**src/rtl/slk_pkg.sv**
```systemverilog
// Package: register map, reset values, link states and carriers of the transmit link control
`default_nettype none

package slk_pkg;

    localparam int unsigned ADDR_W = 12;

    // ************************************************************
    // Register offsets
    // ************************************************************
    localparam logic [11:0] OFS_PLL_LOCK_STATUS  = 12'h56f;
    localparam logic [11:0] OFS_LINK_CONTROL_ONE = 12'h571;
    localparam logic [11:0] OFS_LINK_CONTROL_TWO = 12'h572;
    localparam logic [11:0] OFS_ILAS_DELAY       = 12'h580;
    localparam logic [11:0] OFS_IRQ_STATUS       = 12'h581;
    localparam logic [11:0] OFS_IRQ_MASK         = 12'h582;

    // ************************************************************
    // Field positions
    // ************************************************************
    localparam int unsigned LOCK_NOW_BIT   = 7;
    localparam int unsigned LOCK_LOST_BIT  = 3;
    localparam int unsigned C1_STANDBY_CGS = 7;
    localparam int unsigned C1_TAIL_PN     = 6;
    localparam int unsigned C1_LONG_TEST   = 5;
    localparam int unsigned C1_LANE_SYNC   = 4;
    localparam int unsigned C1_ILAS_HI     = 3;
    localparam int unsigned C1_ILAS_LO     = 2;
    localparam int unsigned C1_FRAME_OFF   = 1;
    localparam int unsigned C1_POWER_DOWN  = 0;
    localparam int unsigned C2_SYNC_HI     = 7;
    localparam int unsigned C2_SYNC_LO     = 6;
    localparam int unsigned C2_SYNC_INV    = 5;
    localparam int unsigned C2_PIN_CMOS    = 4;
    localparam int unsigned C2_BYPASS      = 2;
    localparam int unsigned C2_BIT_INV     = 1;
    localparam int unsigned IRQ_LOCK_LOST  = 0;
    localparam int unsigned IRQ_SYNC_REQ   = 1;

    // ************************************************************
    // Reset values and writable masks
    // ************************************************************
    localparam logic [7:0] RST_CONTROL_ONE = 8'h14;
    localparam logic [7:0] RST_CONTROL_TWO = 8'h00;
    localparam logic [3:0] RST_ILAS_DELAY  = 4'h0;
    localparam logic [7:0] MASK_CONTROL_TWO = 8'hf6;
    localparam logic [1:0] IRQ_W1C_MASK    = 2'h3;

    // ************************************************************
    // Field encodings and counts
    // ************************************************************
    localparam logic [1:0] ILAS_OFF        = 2'h0;
    localparam logic [1:0] ILAS_CONTINUOUS = 2'h3;
    localparam logic [1:0] SYNC_FORCE_CGS  = 2'h2;
    localparam logic [1:0] SYNC_FORCE_DATA = 2'h3;
    localparam logic [3:0] ILAS_MULTIFRAMES = 4'h4;

    typedef enum logic [2:0] {
        SLK_ST_OFF,
        SLK_ST_CGS,
        SLK_ST_WAIT,
        SLK_ST_ILAS,
        SLK_ST_DATA
    } slk_state_t;

    typedef enum logic [2:0] {
        SLK_TX_ZERO,
        SLK_TX_CGS,
        SLK_TX_ILAS,
        SLK_TX_DATA,
        SLK_TX_TEST
    } slk_content_t;

    typedef struct packed {
        logic [11:0] addr;
        logic [7:0]  wdata;
        logic        wr;
        logic        rd;
    } slk_reg_req_t;

    typedef struct packed {
        logic       tail_pn_en;
        logic       fac_use_k283;
        logic [1:0] ilas_mode;
        logic       frame_align_char_insert_off;
        logic       sync_pin_cmos;
    } slk_link_cfg_t;

endpackage

`default_nettype wire

```
**src/rtl/slk_tx_ctrl.sv**
```systemverilog
// Module: transmit link control registers, link sequencing and symbol conditioning
//
// Strobed register access was decided locally.
`default_nettype none

module slk_tx_ctrl (
    input  wire logic                  clk_sys,
    input  wire logic                  resetn,
    input  wire slk_pkg::slk_reg_req_t reg_req,
    output var  logic [7:0]            reg_rdata_q,
    input  wire logic                  pll_locked,
    input  wire logic                  sync_request_in,
    input  wire logic                  lmfc_tick,
    input  wire logic                  standby_req,
    input  wire logic [9:0]            enc_symbol,
    input  wire logic [7:0]            raw_byte,
    output var  logic [9:0]            tx_symbol_q,
    output var  slk_pkg::slk_content_t tx_content_q,
    output var  slk_pkg::slk_link_cfg_t link_cfg_q,
    output var  logic                  link_powerdown_q,
    output var  logic                  irq_q
);

    // ************************************************************
    // Storage
    // ************************************************************
    logic [7:0]          ctl1_q;
    logic [7:0]          ctl2_q;
    logic [3:0]          ilas_dly_q;
    logic [1:0]          irq_sts_q;
    logic [1:0]          irq_mask_q;
    logic                pll_lock_q;
    logic                lock_lost_q;
    logic                sync_in_q;
    logic                want_cgs_q;
    logic [3:0]          cnt_q;
    logic [3:0]          cnt_d;
    slk_pkg::slk_state_t state_q;
    slk_pkg::slk_state_t state_d;

    // ************************************************************
    // Register decode
    // ************************************************************
    wire logic hit_status = reg_req.addr == slk_pkg::OFS_PLL_LOCK_STATUS;
    wire logic hit_c1     = reg_req.addr == slk_pkg::OFS_LINK_CONTROL_ONE;
    wire logic hit_c2     = reg_req.addr == slk_pkg::OFS_LINK_CONTROL_TWO;
    wire logic hit_dly    = reg_req.addr == slk_pkg::OFS_ILAS_DELAY;
    wire logic hit_ists   = reg_req.addr == slk_pkg::OFS_IRQ_STATUS;
    wire logic hit_imask  = reg_req.addr == slk_pkg::OFS_IRQ_MASK;
    wire logic wr_c1      = reg_req.wr && hit_c1;
    wire logic wr_ists    = reg_req.wr && hit_ists;

    wire logic [7:0] status_view = {pll_lock_q, 3'h0, lock_lost_q, 3'h0};
    wire logic [7:0] rdata_d =
        hit_status ? status_view :
        hit_c1     ? ctl1_q :
        hit_c2     ? ctl2_q :
        hit_dly    ? {4'h0, ilas_dly_q} :
        hit_ists   ? {6'h0, irq_sts_q} :
        hit_imask  ? {6'h0, irq_mask_q} : 8'h00;

    // ************************************************************
    // Events
    // ************************************************************
    wire logic lock_drop   = pll_lock_q && !pll_locked;
    wire logic lol_clear   = wr_c1 && reg_req.wdata[slk_pkg::C1_POWER_DOWN];
    wire logic powered_dn  = ctl1_q[slk_pkg::C1_POWER_DOWN];
    // Pin is active low; the invert bit flips its sense
    wire logic sync_assert = ctl2_q[slk_pkg::C2_SYNC_INV] ? sync_in_q : !sync_in_q;
    wire logic [1:0] sync_ctl = ctl2_q[slk_pkg::C2_SYNC_HI:slk_pkg::C2_SYNC_LO];
    wire logic want_cgs_d = (sync_ctl == slk_pkg::SYNC_FORCE_CGS)  ? 1'b1 :
                            (sync_ctl == slk_pkg::SYNC_FORCE_DATA) ? 1'b0 :
                            sync_assert;
    wire logic sync_rise  = want_cgs_d && !want_cgs_q && !powered_dn;
    wire logic [1:0] irq_events = {sync_rise, lock_drop};
    wire logic [1:0] ilas_mode = ctl1_q[slk_pkg::C1_ILAS_HI:slk_pkg::C1_ILAS_LO];

    // ************************************************************
    // Register writes and sticky flags
    // ************************************************************
    always_ff @(posedge clk_sys or negedge resetn) begin
        if (!resetn) begin
            ctl1_q     <= slk_pkg::RST_CONTROL_ONE;
            ctl2_q     <= slk_pkg::RST_CONTROL_TWO;
            ilas_dly_q <= slk_pkg::RST_ILAS_DELAY;
            irq_mask_q <= 2'h0;
        end else if (reg_req.wr) begin
            if (hit_c1) ctl1_q <= reg_req.wdata;
            if (hit_c2) ctl2_q <= reg_req.wdata & slk_pkg::MASK_CONTROL_TWO;
            if (hit_dly) ilas_dly_q <= reg_req.wdata[3:0];
            if (hit_imask) irq_mask_q <= reg_req.wdata[1:0];
        end
    end

    // Set wins over a clear in the same cycle
    always_ff @(posedge clk_sys or negedge resetn) begin
        if (!resetn) begin
            pll_lock_q  <= 1'b0;
            lock_lost_q <= 1'b0;
            irq_sts_q   <= 2'h0;
            irq_q       <= 1'b0;
            sync_in_q   <= 1'b1;
            want_cgs_q  <= 1'b0;
            reg_rdata_q <= 8'h00;
        end else begin
            pll_lock_q  <= pll_locked;
            lock_lost_q <= lock_drop || (lock_lost_q && !lol_clear);
            irq_sts_q   <= irq_events |
                           (irq_sts_q & ~(wr_ists ? reg_req.wdata[1:0] & slk_pkg::IRQ_W1C_MASK
                                                  : 2'h0));
            irq_q       <= |(irq_sts_q & irq_mask_q);
            sync_in_q   <= sync_request_in;
            want_cgs_q  <= want_cgs_d;
            reg_rdata_q <= reg_req.rd ? rdata_d : 8'h00;
        end
    end

    // ************************************************************
    // Link sequencer
    // ************************************************************
    always_comb begin
        state_d = state_q;
        cnt_d   = cnt_q;
        if (powered_dn) begin
            state_d = slk_pkg::SLK_ST_OFF;
        end else begin
            unique case (state_q)
                slk_pkg::SLK_ST_OFF: begin
                    state_d = slk_pkg::SLK_ST_CGS;
                end
                slk_pkg::SLK_ST_CGS: begin
                    if (!want_cgs_q) begin
                        state_d = (ilas_mode == slk_pkg::ILAS_OFF) ? slk_pkg::SLK_ST_DATA
                                                                   : slk_pkg::SLK_ST_WAIT;
                        cnt_d   = ilas_dly_q;
                    end
                end
                slk_pkg::SLK_ST_WAIT: begin
                    if (want_cgs_q) begin
                        state_d = slk_pkg::SLK_ST_CGS;
                    end else if (lmfc_tick) begin
                        if (cnt_q == 4'h0) begin
                            state_d = slk_pkg::SLK_ST_ILAS;
                            cnt_d   = slk_pkg::ILAS_MULTIFRAMES - 4'h1;
                        end else begin
                            cnt_d = cnt_q - 4'h1;
                        end
                    end
                end
                slk_pkg::SLK_ST_ILAS: begin
                    if (want_cgs_q) begin
                        state_d = slk_pkg::SLK_ST_CGS;
                    end else if (lmfc_tick && ilas_mode != slk_pkg::ILAS_CONTINUOUS) begin
                        if (cnt_q == 4'h0) state_d = slk_pkg::SLK_ST_DATA;
                        else cnt_d = cnt_q - 4'h1;
                    end
                end
                slk_pkg::SLK_ST_DATA: begin
                    if (want_cgs_q) state_d = slk_pkg::SLK_ST_CGS;
                end
                default: begin
                    state_d = slk_pkg::SLK_ST_OFF;
                end
            endcase
        end
    end

    // Lane content; the wait for the boundary keeps sending K28.5
    wire slk_pkg::slk_content_t run_content =
        (state_q == slk_pkg::SLK_ST_ILAS) ? slk_pkg::SLK_TX_ILAS :
        (state_q == slk_pkg::SLK_ST_DATA) ?
            (ctl1_q[slk_pkg::C1_LONG_TEST] ? slk_pkg::SLK_TX_TEST : slk_pkg::SLK_TX_DATA) :
        slk_pkg::SLK_TX_CGS;
    wire slk_pkg::slk_content_t content_d =
        (state_q == slk_pkg::SLK_ST_OFF) ? slk_pkg::SLK_TX_ZERO :
        standby_req ? (ctl1_q[slk_pkg::C1_STANDBY_CGS] ? slk_pkg::SLK_TX_CGS
                                                       : slk_pkg::SLK_TX_ZERO) :
        run_content;

    // ************************************************************
    // Symbol conditioning
    // ************************************************************
    wire logic [9:0] sym_pre = ctl2_q[slk_pkg::C2_BYPASS] ? {2'h0, raw_byte} : enc_symbol;
    wire logic [9:0] sym_d   = ctl2_q[slk_pkg::C2_BIT_INV] ? ~sym_pre : sym_pre;
    wire logic       gated   = state_q == slk_pkg::SLK_ST_OFF;

    always_ff @(posedge clk_sys or negedge resetn) begin
        if (!resetn) begin
            state_q          <= slk_pkg::SLK_ST_OFF;
            cnt_q            <= 4'h0;
            tx_content_q     <= slk_pkg::SLK_TX_ZERO;
            tx_symbol_q      <= 10'h000;
            link_powerdown_q <= 1'b0;
            link_cfg_q       <= '0;
        end else begin
            state_q          <= state_d;
            cnt_q            <= cnt_d;
            tx_content_q     <= content_d;
            tx_symbol_q      <= gated ? 10'h000 : sym_d;
            link_powerdown_q <= powered_dn;
            link_cfg_q.tail_pn_en   <= ctl1_q[slk_pkg::C1_TAIL_PN];
            link_cfg_q.fac_use_k283 <= ctl1_q[slk_pkg::C1_LANE_SYNC];
            link_cfg_q.ilas_mode    <= ilas_mode;
            link_cfg_q.frame_align_char_insert_off <= ctl1_q[slk_pkg::C1_FRAME_OFF];
            link_cfg_q.sync_pin_cmos <= ctl2_q[slk_pkg::C2_PIN_CMOS];
        end
    end

    // ************************************************************
    // Assertions
    // ************************************************************
    property p_lock_lost_sets;
        @(posedge clk_sys) disable iff (!resetn)
        (pll_lock_q && !pll_locked) |=> lock_lost_q ##1 lock_lost_q;
    endproperty
    a_lock_lost_sets: assert property (p_lock_lost_sets) else $error("lock loss not latched");

    property p_lock_lost_clear;
        @(posedge clk_sys) disable iff (!resetn)
        (lol_clear && !lock_drop) |=> !lock_lost_q;
    endproperty
    a_lock_lost_clear: assert property (p_lock_lost_clear) else $error("lock loss not cleared");

    property p_standby_zero;
        @(posedge clk_sys) disable iff (!resetn)
        (standby_req && !ctl1_q[slk_pkg::C1_STANDBY_CGS]) |=> tx_content_q == slk_pkg::SLK_TX_ZERO;
    endproperty
    a_standby_zero: assert property (p_standby_zero) else $error("standby not zero");

    property p_long_test;
        @(posedge clk_sys) disable iff (!resetn)
        (state_q == slk_pkg::SLK_ST_DATA && !standby_req && ctl1_q[slk_pkg::C1_LONG_TEST])
            |=> tx_content_q == slk_pkg::SLK_TX_TEST;
    endproperty
    a_long_test: assert property (p_long_test) else $error("test samples missing");

    property p_power_down;
        @(posedge clk_sys) disable iff (!resetn)
        $rose(powered_dn) |=> state_q == slk_pkg::SLK_ST_OFF ##1
            (tx_content_q == slk_pkg::SLK_TX_ZERO && tx_symbol_q == 10'h000 && link_powerdown_q);
    endproperty
    a_power_down: assert property (p_power_down) else $error("link not powered down");

    property p_force_cgs;
        @(posedge clk_sys) disable iff (!resetn)
        (sync_ctl == slk_pkg::SYNC_FORCE_CGS && !powered_dn && !standby_req)[*4]
            |-> tx_content_q == slk_pkg::SLK_TX_CGS;
    endproperty
    a_force_cgs: assert property (p_force_cgs) else $error("forced K28.5 missing");

    property p_ilas_boundary;
        @(posedge clk_sys) disable iff (!resetn)
        (state_q == slk_pkg::SLK_ST_WAIT && lmfc_tick && cnt_q == 4'h0 && !want_cgs_q
            && !powered_dn) |=> state_q == slk_pkg::SLK_ST_ILAS;
    endproperty
    a_ilas_boundary: assert property (p_ilas_boundary) else $error("alignment late");

    property p_bypass_msb;
        @(posedge clk_sys) disable iff (!resetn)
        (ctl2_q[slk_pkg::C2_BYPASS] && !ctl2_q[slk_pkg::C2_BIT_INV] && !gated)
            |=> tx_symbol_q == {2'h0, $past(raw_byte)};
    endproperty
    a_bypass_msb: assert property (p_bypass_msb) else $error("bypass symbol wrong");

    property p_bit_invert;
        @(posedge clk_sys) disable iff (!resetn)
        (ctl2_q[slk_pkg::C2_BIT_INV] && !ctl2_q[slk_pkg::C2_BYPASS] && !gated)
            |=> tx_symbol_q == ~$past(enc_symbol);
    endproperty
    a_bit_invert: assert property (p_bit_invert) else $error("symbol not inverted");

    property p_irq_level;
        @(posedge clk_sys) disable iff (!resetn)
        (|(irq_sts_q & irq_mask_q)) |=> irq_q;
    endproperty
    a_irq_level: assert property (p_irq_level) else $error("interrupt not raised");

endmodule // slk_tx_ctrl

`default_nettype wire

```
**config.mk**
```make
export PLATFORM = sky130hd
export DESIGN_NAME = slk_tx_ctrl
export DESIGN_NICKNAME = d
export VERILOG_FILES = /design/src/rtl/slk_pkg.sv /design/src/rtl/slk_tx_ctrl.sv
export SDC_FILE = /design/constraint.sdc
export NUM_CORES = 1
export LEC_CHECK = 0
export BUFFER_PORTS_ARGS = -buffer_cell sky130_fd_sc_hd__buf_2
export CAP_MARGIN = 20
export CORE_MARGIN = 2
export CORE_UTILIZATION = 57
export CTS_CLUSTER_DIAMETER = 100
export DETAILED_ROUTE_END_ITERATION = 8
export PLACE_DENSITY = 0.81
export SYNTH_ARGS = -nofsm -noshare
export SYNTH_HDL_FRONTEND = slang
export SYNTH_SLANG_ARGS = --single-unit
```
**constraint.sdc**
```tcl
create_clock -name clk_sys -period 3 [get_ports clk_sys]
set_input_delay 0.3 -clock clk_sys [delete_from_list [all_inputs] [get_ports clk_sys]]
set_output_delay 0.3 -clock clk_sys [all_outputs]
set_load 0.03 [all_outputs]
```
==> flow_summary.yaml <==
clocking:
  cts.sinks: 62
  ctsRootBufferMaster: "clkbuf_8"
  cts-buffers-inserted: 9
  cts_max_path_buffers: 2
  path_clk_slew_ns: 0.06
  htree_levels: 3
  cts_hold_buffers: 0
  clock_latency_ns: 0.34
  cts_resized: 0
  postCtsSetupBuffers: 0
  cts_tree: "done"
synth:
  ys_seq_elements: 62
  synthFlopType: "dfrtp_1"
  synth_edf_count: 0
  synthCells: 245
  synthArstFlopShare: 1.00
  ys_types: 59
  synth_top_area_frac: 0.510
  synthesis.nets: 293
  netlist_area_um2: 2900
  synth_top_area_cell: "dfrtp_1"
  yosysSeqAreaShare: 0.537
  avgSynthCellArea_um2: 11.8
  synth_area_leaders: "dfrtp_1 51%, mux2_2 5.1%, mux2i_1 3.5%, dfstp_2 2.7%, nor2_1 2.7%"
  yosysWarningCount: 0
worst_setup_path:
  reg2reg_from: "cnt_q[0]$_DFFE_PN0P_"
  crit_arrival_ns: 2.23
  r2r_slack_ns: 0.99
  cp-start-kind: "register"
  rr_worst_depth: 6
  path_max_fanout: 4
  r2r-end: "cnt_q[1]$_DFFE_PN0P_"
  path_class: "reg2reg"
  required_ns: 3.22
  endpoint_kind: "register"
min_path:
  hold_start: "sync_request_in"
  min_path_type: "in2reg"
  min_to: "sync_in_q$_DFF_PN1_"
  worstHoldPathCells: 1
floorplan:
  fp.dieW_um: 75.3
  start_util: 0.601
  core_um2: 4820
  dieArea_um2: 5670
  placement_rows: 25
  pin_count: 75
  dieHeight_um: 75.3
detailed_routing:
  dr.pass1.iters: 4
  vias_per_cell: 5.60
  vias: 2213
  drtAntennaViolNets: 0
  drt-total-wl_um: 6010
  drc_errors: 0
  wl_per_cell_um: 15.2
  initialDrtViolationCount: 140
place:
  hpwl_um: 4350
  io_buffers: 74
  placed_area_um2: 3320
  globalplace.congestion: 0.843
timing:
  hold_viol: 0
  setup_viol: 0
  setup_tns_ns: 0
  period_share: 0.670
  fin_crit_ns: 2.01
  grt_setup_unrepaired: "false"
  slew_headroom: 0.352
  fin_worst_skew_ns: 0.00890
  worst_pin_slew_ns: 0.971
  maxSlewViolCount: 0
  max_freq_ghz: 0.497
global_routing:
  grt_use_total: 0.236
  grt_pass1_wl_um: 9780
  grt_overflow: 0
  grt_pass1_vias: 2100
  antenna_found_initial: 0
  grt_max_degree: 46
finish:
  nNetsFinal: 371
  final_area_um2: 3500
  n_antenna_cell: 0
  finish.utilization: 0.726
  area_growth_pct: 20.8
  drive_above_1_share: 0.387
power_and_ir_drop:
  power.density_nw_per_um2: 457
  leakage_nw: 1.69
  peakVddDrop_mv: 0.359
outcome:
  status: "completed"
run:
  drv_cap: 0
## logic make-up after synthesis
kind of cell / Yosys count / share of synthesized area
AND/OR/NAND/NOR: 76 / 0.171
flip-flops: 62 / 0.537
AO/OA/AOI/OAI: 47 / 0.115
multiplexers: 27 / 0.106
buffers and inverters: 20 / 0.0294
XOR/XNOR: 11 / 0.0333
adder cells (fa/ha/maj): 2 / 0.00864
## layout by cell type (no fill, tap or decap), types with 2 or more instances in the layout
cell / count
xnor2_1: 3
mux2i_1: 10
a22o_1: 2
mux2_4: 4
mux2_2: 13
nor2b_1: 6
inv_1: 11
a21o_1: 2
nand2b_1: 2
nand4_1: 2
nor2_1: 21
clkinv_2: 2
a211oi_1: 3
o22ai_1: 2
dfstp_2: 3
buf_2: 74
clkbuf_8: 11
buf_4: 2
dfrtp_1: 59
nor4b_2: 2
nand3_1: 6
a21oi_1: 8
o211ai_1: 2
a22oi_1: 5
o2bb2ai_1: 2
nor3_1: 5
nand2_1: 11
and4_1: 2
a221oi_2: 2
o21ai_0: 10
clkbuf_1: 2
a32oi_1: 2
xor2_1: 8
ha_1: 2
## state kept, by name, indices dropped and copies added (netlist names), 2 cells and up
register / cells
tx_content_q: 3
ilas_dly_q: 4
irq_sts_q: 2
link_cfg_q: 6
irq_mask_q: 2
state_q: 3
tx_symbol_q: 10
cnt_q: 4
ctl1_q: 8
ctl2_q: 6
reg_rdata_q: 8
## worst max-delay path by stage
| stage | from | endpoint | slack (ns) | cells past startpoint |
|---|---|---|---|---|
| 2_1_floorplan | cnt_q[0]$_DFFE_PN0P_ | cnt_q[1]$_DFFE_PN0P_ | 1.13 | 6 |
| 3_3_place_gp | cnt_q[0]$_DFFE_PN0P_ | cnt_q[1]$_DFFE_PN0P_ | 1.08 | 6 |
| 6_report | cnt_q[0]$_DFFE_PN0P_ | cnt_q[1]$_DFFE_PN0P_ | 0.99 | 6 |
| 4_1_cts | cnt_q[0]$_DFFE_PN0P_ | cnt_q[1]$_DFFE_PN0P_ | 1.00 | 6 |
| 5_1_grt | cnt_q[0]$_DFFE_PN0P_ | cnt_q[1]$_DFFE_PN0P_ | 0.91 | 6 |
| 3_5_place_dp | cnt_q[0]$_DFFE_PN0P_ | cnt_q[1]$_DFFE_PN0P_ | 1.01 | 6 |
## synthesized netlist by cell type, types with 2 or more instances
| cell | number |
|---|---|
| dfrtp_1 | 59 |
| nor2_1 | 21 |
| mux2_2 | 13 |
| inv_1 | 11 |
| nand2_1 | 11 |
| mux2i_1 | 10 |
| o21ai_0 | 10 |
| a21oi_1 | 8 |
| xor2_1 | 8 |
| nand3_1 | 6 |
| nor2b_1 | 6 |
| a22oi_1 | 5 |
| nor3_1 | 5 |
| clkbuf_1 | 4 |
| mux2_4 | 4 |
| a211oi_1 | 3 |
| dfstp_2 | 3 |
| xnor2_1 | 3 |
| a21o_1 | 2 |
| a221oi_2 | 2 |
| a22o_1 | 2 |
| a32oi_1 | 2 |
| and4_1 | 2 |
| buf_2 | 2 |
| buf_4 | 2 |
| ha_1 | 2 |
| nand2b_1 | 2 |
| nand4_1 | 2 |
| nor4b_2 | 2 |
| o211ai_1 | 2 |
| o22ai_1 | 2 |
| o2bb2ai_1 | 2 |
## routing by layer
| metal | vias up | global-route usage | share of wire |
|---|---|---|---|
| met4 | 0 | 0.136 | 0.018 |
| met2 | 81 | 0.368 | 0.49 |
| met1 | 1072 | 0.308 | 0.43 |
| met3 | 14 | 0.0482 | 0.059 |
| met5 | - | 0 | 0 |
| li1 | 1046 | - | - |
## where the power goes
part / internal (W) / leakage, nW / switching (W) / total, W
Clock: 0.000344 / 0.0934 / 0.000310 / 0.000653
Sequential: 0.000842 / 0.804 / 0.00000507 / 0.000847
Combinational: 0.0000417 / 0.793 / 0.0000561 / 0.0000979
Total: 0.00123 / 1.69 / 0.000371 / 0.00160
## area by class of cell
class | instances | area [um^2]
Sequential cell | 62 | 1560
Inverter | 11 | 41.3
Timing Repair Buffer | 76 | 385
Fill cell | 373 | 1320
Multi-Input combinational cell | 163 | 1250
Clock inverter | 3 | 18.8
Clock buffer | 13 | 159
Tap cell | 67 | 83.8
## metrics by stage
| stage | cells | total power (W) | setup WS (ns) | hold WS, ns |
|---|---|---|---|---|
| 6_report | 395 | 0.00160 | 0.990 | 0.0641 |
| 5_1_grt | 395 | 0.00166 | 0.906 | 0.0518 |
| 4_1_cts | 395 | 0.00162 | 1.00 | 0.0515 |
| 3_5_place_dp | 379 | 0.000962 | 1.01 | 0.375 |
| 3_3_place_gp | 379 | 0.000959 | 1.08 | 0.358 |
| 2_1_floorplan | 245 | 0.000896 | 1.13 | 0.00441 |
## critical path, stage by stage, from the launching register on
cell and delay [ns]:
dfrtp_1 0.37, inv_1 0.12, ha_1 0.17, or3b_1 0.40
a311o_1 0.37, nand2_2 0.12, mux2_2 0.34
Power figures use the tool's default switching activity.
